--- src/verilog/ipp_defs.svh ---
`ifndef IPP_DEFS_SVH
`define IPP_DEFS_SVH

// ****************************************
// Timing and phase constants
// ****************************************
`define IPP_PERIOD_CYCLES   2500
`define IPP_DEG_FULL        360
`define IPP_DEG_SLAVE1_3CH  120
`define IPP_DEG_SLAVE1_2CH  180
`define IPP_DEG_SLAVE2_3CH  240
`define IPP_DUTY_PCT        50
`define IPP_PCT_FULL        100

// ****************************************
// Load thresholds for channel count
// ****************************************
`define IPP_LOAD_W          8
`define IPP_LOAD_FULL       255
`define IPP_LOAD_TWO_PCT    30
`define IPP_LOAD_THREE_PCT  60

`endif

--- src/verilog/ipp_pkg.sv ---
package ipp_pkg;

    // Gray coded channel-count modes
    typedef enum logic [1:0] {
        IPP_MODE_ONE   = 2'h0,
        IPP_MODE_TWO   = 2'h1,
        IPP_MODE_THREE = 2'h3
    } ipp_mode_e;

endpackage

--- src/verilog/ipp_phase_pulser.sv ---
`timescale 1ns/1ns
`include "ipp_defs.svh"
// Functional notes
// [RULE1] The master channel waveform is driven on its own output as the phase reference.
// [RULE2] A square wave at the switching frequency with exactly half duty is driven out.
// [RULE3] A rise seen on the rise sync input starts set timing for both slave channels.
// [RULE4] A fall seen on the fall sync input starts clear timing for both slave channels.
// [RULE5] Slave one set strobe lags the master by 120 degrees in three-channel and 180 in two-channel mode.
// [RULE6] Slave one clear strobe uses the same lag as its set strobe for the active mode.
// [RULE7] Slave two set strobe lags the master by 240 degrees.
// [RULE8] Slave two clear strobe lags the master clear by 240 degrees.
// [RULE9] Outside flip-flops take set strobes on set and clear strobes on reset to drive the slaves.
// [RULE10] The fault flag output is high in normal running and low while a fault is present.
// [RULE11] The start-up output is high during start-up or fault and low once start-up is done.
// [RULE12] Each rise of the mains square wave marks a mains zero crossing.
// [RULE13] The looped-back switching clock on the enable input blocks unwanted master commutations.
// [RULE14] The load level selects one, two or three channel operation.
// [RULE15] Strobes are one cycle wide and all timing state clears under reset; d1_reg instead reloads the 180-degree two-channel lag.

module ipp_phase_pulser #(
    parameter int PERIOD    = `IPP_PERIOD_CYCLES,
    parameter int LOAD_W    = `IPP_LOAD_W
) (
    // Clock and reset
    input  wire logic              CLK,
    input  wire logic              RESETN,
    // Master generation
    input  wire logic              COMP_LEVEL,
    input  wire logic              ENABLE_IN,
    output logic                   MASTER_PWM,
    output logic                   SWITCH_CLK,
    // Sync inputs
    input  wire logic              MASTER_RISE_SAMPLE,
    input  wire logic              MASTER_FALL_SAMPLE,
    // Slave strobes
    output logic                   SLAVE1_SET_STROBE,
    output logic                   SLAVE1_CLR_STROBE,
    output logic                   SLAVE2_SET_STROBE,
    output logic                   SLAVE2_CLR_STROBE,
    // Load level
    input  wire logic [LOAD_W-1:0] LOAD_LEVEL,
    // Status
    input  wire logic              FAULT_IN,
    input  wire logic              REG_OK,
    output logic                   FAULT_FLAG_N,
    output logic                   STARTUP_DONE_N,
    // Mains
    input  wire logic              MAINS_ZERO_CROSS,
    output logic                   ZERO_CROSS_EVT
);

    localparam int CNT_W  = $clog2(PERIOD) + 1;
    localparam int HALF   = PERIOD * `IPP_DUTY_PCT / `IPP_PCT_FULL;
    localparam int D1_3CH = PERIOD * `IPP_DEG_SLAVE1_3CH / `IPP_DEG_FULL;
    localparam int D1_2CH = PERIOD * `IPP_DEG_SLAVE1_2CH / `IPP_DEG_FULL;
    localparam int D2_3CH = PERIOD * `IPP_DEG_SLAVE2_3CH / `IPP_DEG_FULL;
    localparam int TH_TWO   = `IPP_LOAD_FULL * `IPP_LOAD_TWO_PCT / `IPP_PCT_FULL;
    localparam int TH_THREE = `IPP_LOAD_FULL * `IPP_LOAD_THREE_PCT / `IPP_PCT_FULL;

    logic [CNT_W-1:0]   per_cnt_reg;
    logic               clk_out_reg;
    logic               master_reg;
    logic               fired_reg;
    logic               rise_prev_reg;
    logic               fall_prev_reg;
    logic               zc_prev_reg;
    logic               zc_evt_reg;
    logic               fault_n_reg;
    logic               done_n_reg;
    ipp_pkg::ipp_mode_e mode_reg;
    ipp_pkg::ipp_mode_e mode_next;
    logic [CNT_W-1:0]   d1_reg;
    logic [CNT_W-1:0]   d1_next;
    logic               rise_evt;
    logic               fall_evt;
    logic               run;
    logic               s1_en;
    logic               s2_en;

    // ****************************************
    // Switching clock
    // ****************************************
    always_ff @(posedge CLK or negedge RESETN) begin
        if (!RESETN) begin
            per_cnt_reg <= '0;
        end else if (per_cnt_reg == CNT_W'(PERIOD - 1)) begin
            per_cnt_reg <= '0;
        end else begin
            per_cnt_reg <= per_cnt_reg + {{(CNT_W-1){1'b0}}, 1'b1};
        end
    end

    // [RULE2] Half-duty square wave
    always_ff @(posedge CLK or negedge RESETN) begin
        if (!RESETN) begin
            clk_out_reg <= 1'b0;
        end else begin
            clk_out_reg <= (per_cnt_reg < CNT_W'(HALF));
        end
    end

    // ****************************************
    // Master channel
    // ****************************************
    // [RULE13] One commutation per enable window
    always_ff @(posedge CLK or negedge RESETN) begin
        if (!RESETN) begin
            fired_reg <= 1'b0;
        end else if (!ENABLE_IN) begin
            fired_reg <= 1'b0;
        end else if (master_reg) begin
            fired_reg <= 1'b1;
        end
    end

    // [RULE1] Master waveform output
    always_ff @(posedge CLK or negedge RESETN) begin
        if (!RESETN) begin
            master_reg <= 1'b0;
        end else if (!fault_n_reg || !ENABLE_IN || !COMP_LEVEL) begin
            master_reg <= 1'b0;
        end else if (!fired_reg) begin
            master_reg <= 1'b1;
        end
    end

    // ****************************************
    // Sync edge detection
    // ****************************************
    always_ff @(posedge CLK or negedge RESETN) begin
        if (!RESETN) begin
            rise_prev_reg <= 1'b0;
            fall_prev_reg <= 1'b0;
        end else begin
            rise_prev_reg <= MASTER_RISE_SAMPLE;
            fall_prev_reg <= MASTER_FALL_SAMPLE;
        end
    end

    // [RULE3] Rise starts set timing
    assign rise_evt = MASTER_RISE_SAMPLE && !rise_prev_reg;
    // [RULE4] Fall starts clear timing
    assign fall_evt = !MASTER_FALL_SAMPLE && fall_prev_reg;

    // ****************************************
    // Channel count
    // ****************************************
    // [RULE14] Mode from load level
    always_comb begin
        if (LOAD_LEVEL >= LOAD_W'(TH_THREE)) begin
            mode_next = ipp_pkg::IPP_MODE_THREE;
        end else if (LOAD_LEVEL >= LOAD_W'(TH_TWO)) begin
            mode_next = ipp_pkg::IPP_MODE_TWO;
        end else begin
            mode_next = ipp_pkg::IPP_MODE_ONE;
        end
    end

    // [RULE5] Slave one lag per mode
    always_comb begin
        case (mode_next)
            ipp_pkg::IPP_MODE_THREE: d1_next = CNT_W'(D1_3CH);
            ipp_pkg::IPP_MODE_TWO:   d1_next = CNT_W'(D1_2CH);
            default:                 d1_next = CNT_W'(D1_2CH);
        endcase
    end

    // Mode and lag change only at master rise
    always_ff @(posedge CLK or negedge RESETN) begin
        if (!RESETN) begin
            mode_reg <= ipp_pkg::IPP_MODE_ONE;
            d1_reg   <= CNT_W'(D1_2CH);
        end else if (rise_evt) begin
            mode_reg <= mode_next;
            d1_reg   <= d1_next;
        end
    end

    assign run   = fault_n_reg;
    assign s1_en = run && (mode_reg != ipp_pkg::IPP_MODE_ONE);
    assign s2_en = run && (mode_reg == ipp_pkg::IPP_MODE_THREE);

    // ****************************************
    // Slave strobes
    // ****************************************
    // [RULE5] Slave one set timing
    ipp_delay_unit #(.CNT_W(CNT_W)) u_s1_set (
        .clk    (CLK),
        .resetn (RESETN),
        .start  (rise_evt),
        .delay  (d1_next),
        .en     (s1_en),
        .strobe (SLAVE1_SET_STROBE)
    );

    // [RULE6] Slave one clear, same lag
    ipp_delay_unit #(.CNT_W(CNT_W)) u_s1_clr (
        .clk    (CLK),
        .resetn (RESETN),
        .start  (fall_evt),
        .delay  (d1_reg),
        .en     (s1_en),
        .strobe (SLAVE1_CLR_STROBE)
    );

    // [RULE7] Slave two set timing
    ipp_delay_unit #(.CNT_W(CNT_W)) u_s2_set (
        .clk    (CLK),
        .resetn (RESETN),
        .start  (rise_evt),
        .delay  (CNT_W'(D2_3CH)),
        .en     (s2_en),
        .strobe (SLAVE2_SET_STROBE)
    );

    // [RULE8] Slave two clear timing
    ipp_delay_unit #(.CNT_W(CNT_W)) u_s2_clr (
        .clk    (CLK),
        .resetn (RESETN),
        .start  (fall_evt),
        .delay  (CNT_W'(D2_3CH)),
        .en     (s2_en),
        .strobe (SLAVE2_CLR_STROBE)
    );

    // ****************************************
    // Status and mains
    // ****************************************
    // [RULE10] Fault follows condition
    always_ff @(posedge CLK or negedge RESETN) begin
        if (!RESETN) begin
            fault_n_reg <= 1'b1;
        end else begin
            fault_n_reg <= !FAULT_IN;
        end
    end

    // [RULE11] Start-up done latch
    always_ff @(posedge CLK or negedge RESETN) begin
        if (!RESETN) begin
            done_n_reg <= 1'b1;
        end else if (FAULT_IN) begin
            done_n_reg <= 1'b1;
        end else if (REG_OK) begin
            done_n_reg <= 1'b0;
        end
    end

    // [RULE12] Mains rise detect
    always_ff @(posedge CLK or negedge RESETN) begin
        if (!RESETN) begin
            zc_prev_reg <= 1'b1;
            zc_evt_reg  <= 1'b0;
        end else begin
            zc_prev_reg <= MAINS_ZERO_CROSS;
            zc_evt_reg  <= MAINS_ZERO_CROSS && !zc_prev_reg;
        end
    end

    assign MASTER_PWM     = master_reg;
    assign SWITCH_CLK     = clk_out_reg;
    assign FAULT_FLAG_N   = fault_n_reg;
    assign STARTUP_DONE_N = done_n_reg;
    assign ZERO_CROSS_EVT = zc_evt_reg;
endmodule

--- src/verilog/ipp_delay_unit.sv ---
`timescale 1ns/1ns

module ipp_delay_unit #(
    parameter int CNT_W = 12
) (
    // Clock and reset
    input  wire logic             clk,
    input  wire logic             resetn,
    // Control
    input  wire logic             start,
    input  wire logic [CNT_W-1:0] delay,
    input  wire logic             en,
    // Strobe out
    output logic                  strobe
);

    logic [CNT_W-1:0] cnt_reg;
    logic             strobe_reg;

    // ****************************************
    // Delay counter
    // ****************************************
    always_ff @(posedge clk or negedge resetn) begin
        if (!resetn) begin
            cnt_reg <= '0;
        end else if (start && en) begin
            cnt_reg <= delay;
        end else if (!en) begin
            cnt_reg <= '0;
        end else if (cnt_reg != '0) begin
            cnt_reg <= cnt_reg - {{(CNT_W-1){1'b0}}, 1'b1};
        end
    end

    // [RULE15] One-cycle strobe
    always_ff @(posedge clk or negedge resetn) begin
        if (!resetn) begin
            strobe_reg <= 1'b0;
        end else begin
            strobe_reg <= en && !start && (cnt_reg == {{(CNT_W-1){1'b0}}, 1'b1});
        end
    end

    assign strobe = strobe_reg;

endmodule

--- config.mk ---
export PLATFORM = sky130hd
export DESIGN_NAME = ipp_phase_pulser
export DESIGN_NICKNAME = d
export VERILOG_FILES = /design/src/verilog/ipp_pkg.sv /design/src/verilog/ipp_phase_pulser.sv /design/src/verilog/ipp_delay_unit.sv
export VERILOG_INCLUDE_DIRS = /design/src /design/src/verilog
export SDC_FILE = /design/constraint.sdc
export NUM_CORES = 1
export LEC_CHECK = 0
export BUFFER_PORTS_ARGS = -buffer_cell sky130_fd_sc_hd__buf_2
export CAP_MARGIN = 20
export CELL_PAD_IN_SITES_DETAIL_PLACEMENT = 0
export CELL_PAD_IN_SITES_GLOBAL_PLACEMENT = 1
export CORE_MARGIN = 3
export CORE_UTILIZATION = 28
export CTS_BUF_LIST = sky130_fd_sc_hd__clkbuf_4 sky130_fd_sc_hd__clkbuf_8
export CTS_CLUSTER_SIZE = 40
export DETAILED_ROUTE_END_ITERATION = 16
export GPL_ROUTABILITY_DRIVEN = 0
export PLACE_DENSITY_LB_ADDON = 0.1
export SLEW_MARGIN = 40
export SYNTH_ARGS = -nofsm -noshare
export SYNTH_HDL_FRONTEND = slang
export SYNTH_HIERARCHICAL = 1
export SYNTH_SLANG_ARGS = --single-unit
--- constraint.sdc ---
create_clock -name CLK -period 4.8 [get_ports CLK]
set_clock_uncertainty 0.05 [all_clocks]
set_input_delay 0.72 -clock CLK [delete_from_list [all_inputs] [get_ports CLK]]
set_output_delay 0.72 -clock CLK [all_outputs]
set_load 0.02 [all_outputs]
# After elaboration in Yosys (flattened, before gate mapping)
# Index checks and enable logic that the tools add are counted.
# W data, S select, Z words.
op_classes:
  addsub: 5
  multipliers: 0
  div: 0
  n_lt_le_gt_ge: 3
  eq_ne: 13
  shifts: 0
  muxes: 22
  bitwise: 0
  n_reduce_logical: 34
op_table:
  columns: ["op", "n"]
  rows:
  - ["$mux W13", 13]
  - ["$eq A13 B1 Y1 const B", 4]
  - ["$reduce_bool A13 Y1", 4]
  - ["$sub A13 B1 Y13 const B", 4]
  - ["$logic_and A1 B1 Y1", 17]
  - ["$add A13 B1 Y13 const B", 1]
  - ["$eq A13 B12 Y1 const B", 1]
  - ["$lt A13 B11 Y1 const B", 1]
  - ["$ne A3 B3 Y1 const B", 4]
  - ["$mux W11", 1]
  - ["$logic_not A1 Y1", 9]
  - ["$ge A8 B7 Y1 const B", 1]
  - ["$ge A8 B8 Y1 const B", 1]
  - ["$mux W1", 7]
  - ["$eq A2 B2 Y1 const B", 2]
  - ["$ne A2 B1 Y1 const B", 2]
  - ["$reduce_bool A2 Y1", 2]
  - ["$logic_or A1 B1 Y1", 2]
  - ["$mux W2", 1]
word_totals:
  reg_bits: 93
  latch_bits: 0
  ramBits: 0
  mem_bits_ro: 0
  input_bits: 17
  word_cells: 97
  mem_count: 0

# Logic depth before layout (Yosys ltp)
depth:
  depth_word: 6
  ltp_mapped: 7
  ltp_nobuf: 7

# By module
# The synthesis kept the hierarchy.
modules_own_cells:
  columns: ["module", "n_inst", "cells_per_inst", "area_per_inst_um2", "seq_area_each_um2"]
  rows:
  - ["ipp_delay_unit", 4, 99, 884.6, 350.3]
  - ["ipp_phase_pulser", 1, 99, 1074.8, 630.6]

# Worst setup path before layout
# OpenSTA, ideal clock, no wires.
synth_timing:
  kind: "in2reg"
  startpoint: "input port MASTER_RISE_SAMPLE"
  endpoint: "register u_s1_set.cnt_reg[7]"
  arrival_ns: 2.123
  t_required_ns: 4.615
  path_slack_ns: 2.493
  stages: 7
  cell_sequence: "nand2b_1 inv_1 or4bb_1 nor4_4 nand2b_1 buf_2 o22ai_1"
synth_via:
  elab_chain_len: 3
  elab_cells_between_ends: 4
  cone_classes: "eq/ne: 1; mux: 1; reduce/logical: 2"
synth_lines:
  columns: ["item", "line_no", "text"]
  rows:
  - ["from (decl)", "ipp_phase_pulser.sv:33", "input wire logic MASTER_RISE_SAMPLE,"]
  - ["$logic_and A1 B1 Y1 *", "ipp_phase_pulser.sv:141", "assign rise_evt = MASTER_RISE_SAMPLE && !rise_prev_reg;"]
  - ["via rise_evt", "ipp_phase_pulser.sv:74", "logic rise_evt;"]
  - ["$logic_and A1 B1 Y1 *", "ipp_delay_unit.sv:26", "end else if (start && en) begin"]
  - ["$ne A3 B3 Y1 (no source line) / $mux W13 (equally long branches)", null, null]
  - ["to (signal assigned)", "ipp_delay_unit.sv:27", "cnt_reg <= delay;"]
  - ["to (signal assigned)", "ipp_delay_unit.sv:31", "cnt_reg <= cnt_reg - {{(CNT_W-1){1'b0}}, 1'b1};"]
  - ["to (decl)", "ipp_delay_unit.sv:17", "logic [CNT_W-1:0] cnt_reg;"]
# The timed path passes the listed nets; every way through them passes the cells marked *.
# A chain may end at the register's enable or synchronous reset.

# Worst setup path in the final report
layout_timing:
  startpoint: "input port MASTER_RISE_SAMPLE"
  endpoint: "register u_s1_set.cnt_reg[5]"
# The elaborated chain is that of the path after synthesis.

==> qor.yml <==
status: "finished, final reports clean"
worstSetupStartpointType: "primary input"
num_antenna_cells: 0
r2r_end: "u_s1_clr/cnt_reg[4]"
holdBufCountCts: 0
crit_end: "u_s1_set/cnt_reg[5]"
overflow: 0
worstPathCellList: "buf_2, nand2b_1, inv_1, or4bb_1, nor4_4, nand2b_1, o21ai_0"
hold_viol: 0
rsz0062_at_grt: "no"
area_growth_pct: 13.5
multi_input_area_sq_um: 2510
post_synth_num_cell_types: 44
grt_pass1_vias: 3759
crit_start: "MASTER_RISE_SAMPLE"
cts_tree: "built"
finalNonFillerCells: 765
drt_first_iter_violations: 161
routed_wl_mm: 10.9
regToRegSetupSlack_ps: 2160
met1_usage: 0.176
p_sw_uw: 655
viasPerCell: 4.80
die-area_sq_um: 18100
period_needed_ps: 2690
hp-class: "primary input to async pin"
seqCellArea_sq_um: 2030
power.density_nw_per_um2: 365
ys_warn_count: 6
p_comb_frac: 0.291
grt.total_usage: 0.132
final_cell_mix: "dfrtp_1 (77), o21ai_0 (51), nor2_1 (47), conb_1 (40), a21oi_1 (35)"
cts_resized: 0
fin_crit_sh: 0.560
final_common_cell: "dfrtp_1"
worst_pin_slew_ps: 702
cp_data_required_time_ps: 4980
coreArea_sq_um: 16000
grt_util_met3: 0.0345
finalSetupTns_ps: 0
endpoint_kind: "flip-flop"
portBuffers: 25
synthesis.area_sq_um: 4610
synth_edf_count: 0
cpPeakStageDelay_ps: 650
worstPathMaxFanout: 24
rr_startpoint: "FAULT_FLAG_N"
grt_busiest_layer: "met2"
nFillCells: 1738
yosysSeqAreaShare: 0.440
clockRootBuffer: "clkbuf_8"
numCtsBuffers: 9
num_rows: 46
p_sw_frac: 0.343
cellLeakagePower_uw: 0.00230
clockBufferDepth: 2
seqPwrFrac: 0.430
worst-r2r-cell-count: 5
post_cts_buffers: 0
drc: 0
htreeDepth: 3
vias: 3671
antenna_left: 0
crit_path_top_delay_cell: "or4bb_1"
grt_max_degree: 43
setup_viol: 0
internal_power_uw: 1260
syn_inst: 495
crit_type: "primary input to flip-flop"
crit_top_cell: "nand2b_1"
grt_pass1_wl_mm: 19.1
initial_core_util: 0.288
drive_above_1_share: 0.117
slew_headroom: 0.532
met2_usage: 0.214
dp_hpwl_mm: 7.32
nNetsFinal: 574
path_clk_slew_ps: 90
die_h_um: 134
post_drt_wl_per_cell_um: 14.3
antenna_found_initial: 0
first_pass_iters: 5
cts.sinks: 81
drv_slew: 0
pwr-share-clk: 0.279
dp_cells: 749
drv_cap: 0
dpl-instance-area_sq_um: 5030
insertion_delay_ps: 370
ys.flop_type: "dfrtp_1"
ys_async_sr_fraction: 1.00
peakVddDrop_mv: 0.126
ioPinCount: 26
synth_seq_cells: 81
fmax_mhz: 372
cp.arrival_ps: 2870
syn_avg_cell_area_sq_um: 9.32
die_w_um: 134
fin_area_sq_um: 5240
Yosys cell counts, types with 5 or more instances:
master,number,share of area
dfrtp_1,77,0.42
o21ai_0,51,0.055
nor2_1,47,0.038
a21oi_1,35,0.038
nor4_1,29,0.039
nand2_1,27,0.022
xnor2_1,22,0.042
clkbuf_1,16,0.013
inv_1,14,0.011
o21a_1,14,0.023
ha_1,13,0.035
a211oi_1,12,0.020
nand3_1,12,0.013
or3_1,12,0.016
buf_2,8,0.0087
o31ai_1,8,0.013
or4_1,8,0.013
and3_1,7,0.0095
nor2b_1,7,0.0095
nor3_1,6,0.0065
a31oi_1,5,0.0068
nand2b_1,5,0.0068
nand3b_1,5,0.0081
layer usage:
metal / part of all wire / vias up
li1: - / 1860
met1: 0.49 / 1774
met2: 0.47 / 26
met3: 0.026 / 11
met4: 0.012 / 0
met5: 0 / -
power groups by stage:
stage / Clock (uW) / Sequential [uW] / Combinational [uW]
3_5_place_dp: 0 / 837 / 560
6_report: 534 / 822 / 556
5_1_grt: 596 / 834 / 640
2_1_floorplan: 0 / 809 / 465
4_1_cts: 570 / 823 / 566
3_3_place_gp: 0 / 836 / 564
how the worst min path moves through the flow:
stage / from / endpoint / depth (start not counted)
CTS: RESETN / u_s1_clr/cnt_reg[11] / 1
detailed placement: fired_reg / MASTER_PWM / 1
finish: RESETN / u_s1_clr/cnt_reg[11] / 1
floorplan: RESETN / MASTER_PWM / 0
global route: RESETN / u_s1_clr/cnt_reg[11] / 1
global placement: fired_reg / MASTER_PWM / 1
logic make-up (layout without fill, tap and decap cells):
family          count (synthesis)  after routing  synth area share
buf+inv                        46             62            0.0483
xor+xnor                       26             26            0.0494
fa+ha+maj                      13             13            0.0353
simple gates                  194            194             0.257
flops                          81             81             0.440
other cells                     2             40           0.00163
compound gates                133            133             0.168
critical path, delay by kind of cell:
family                 cells  cell delay (ps)
AOI/OAI and AO/OA          1              170
and+or+nand+nor            4             1530
buffers and inverters      2              420
area by class of cell:
type / instances / share of cell area
timing repair buffer: 28 / 0.0287
inverter: 18 / 0.0129
sequential: 81 / 0.388
tap: 216 / 0.0516
clock inverter: 3 / 0.00765
multi-input combinational: 406 / 0.479
clock buffer: 13 / 0.0318
per-stage QoR:
stage               hold WS [ps]  setup slack (ps)  utilization  power [uW]
CTS                          300              2030        0.327        1960
global route                 319              1820        0.327        2070
finish                       290              2110        0.327        1910
detailed placement           394              1730        0.314        1400
global placement             381              1800        0.314        1400
floorplan                    371              2490            -        1270
(Power assumes the default switching activity.)
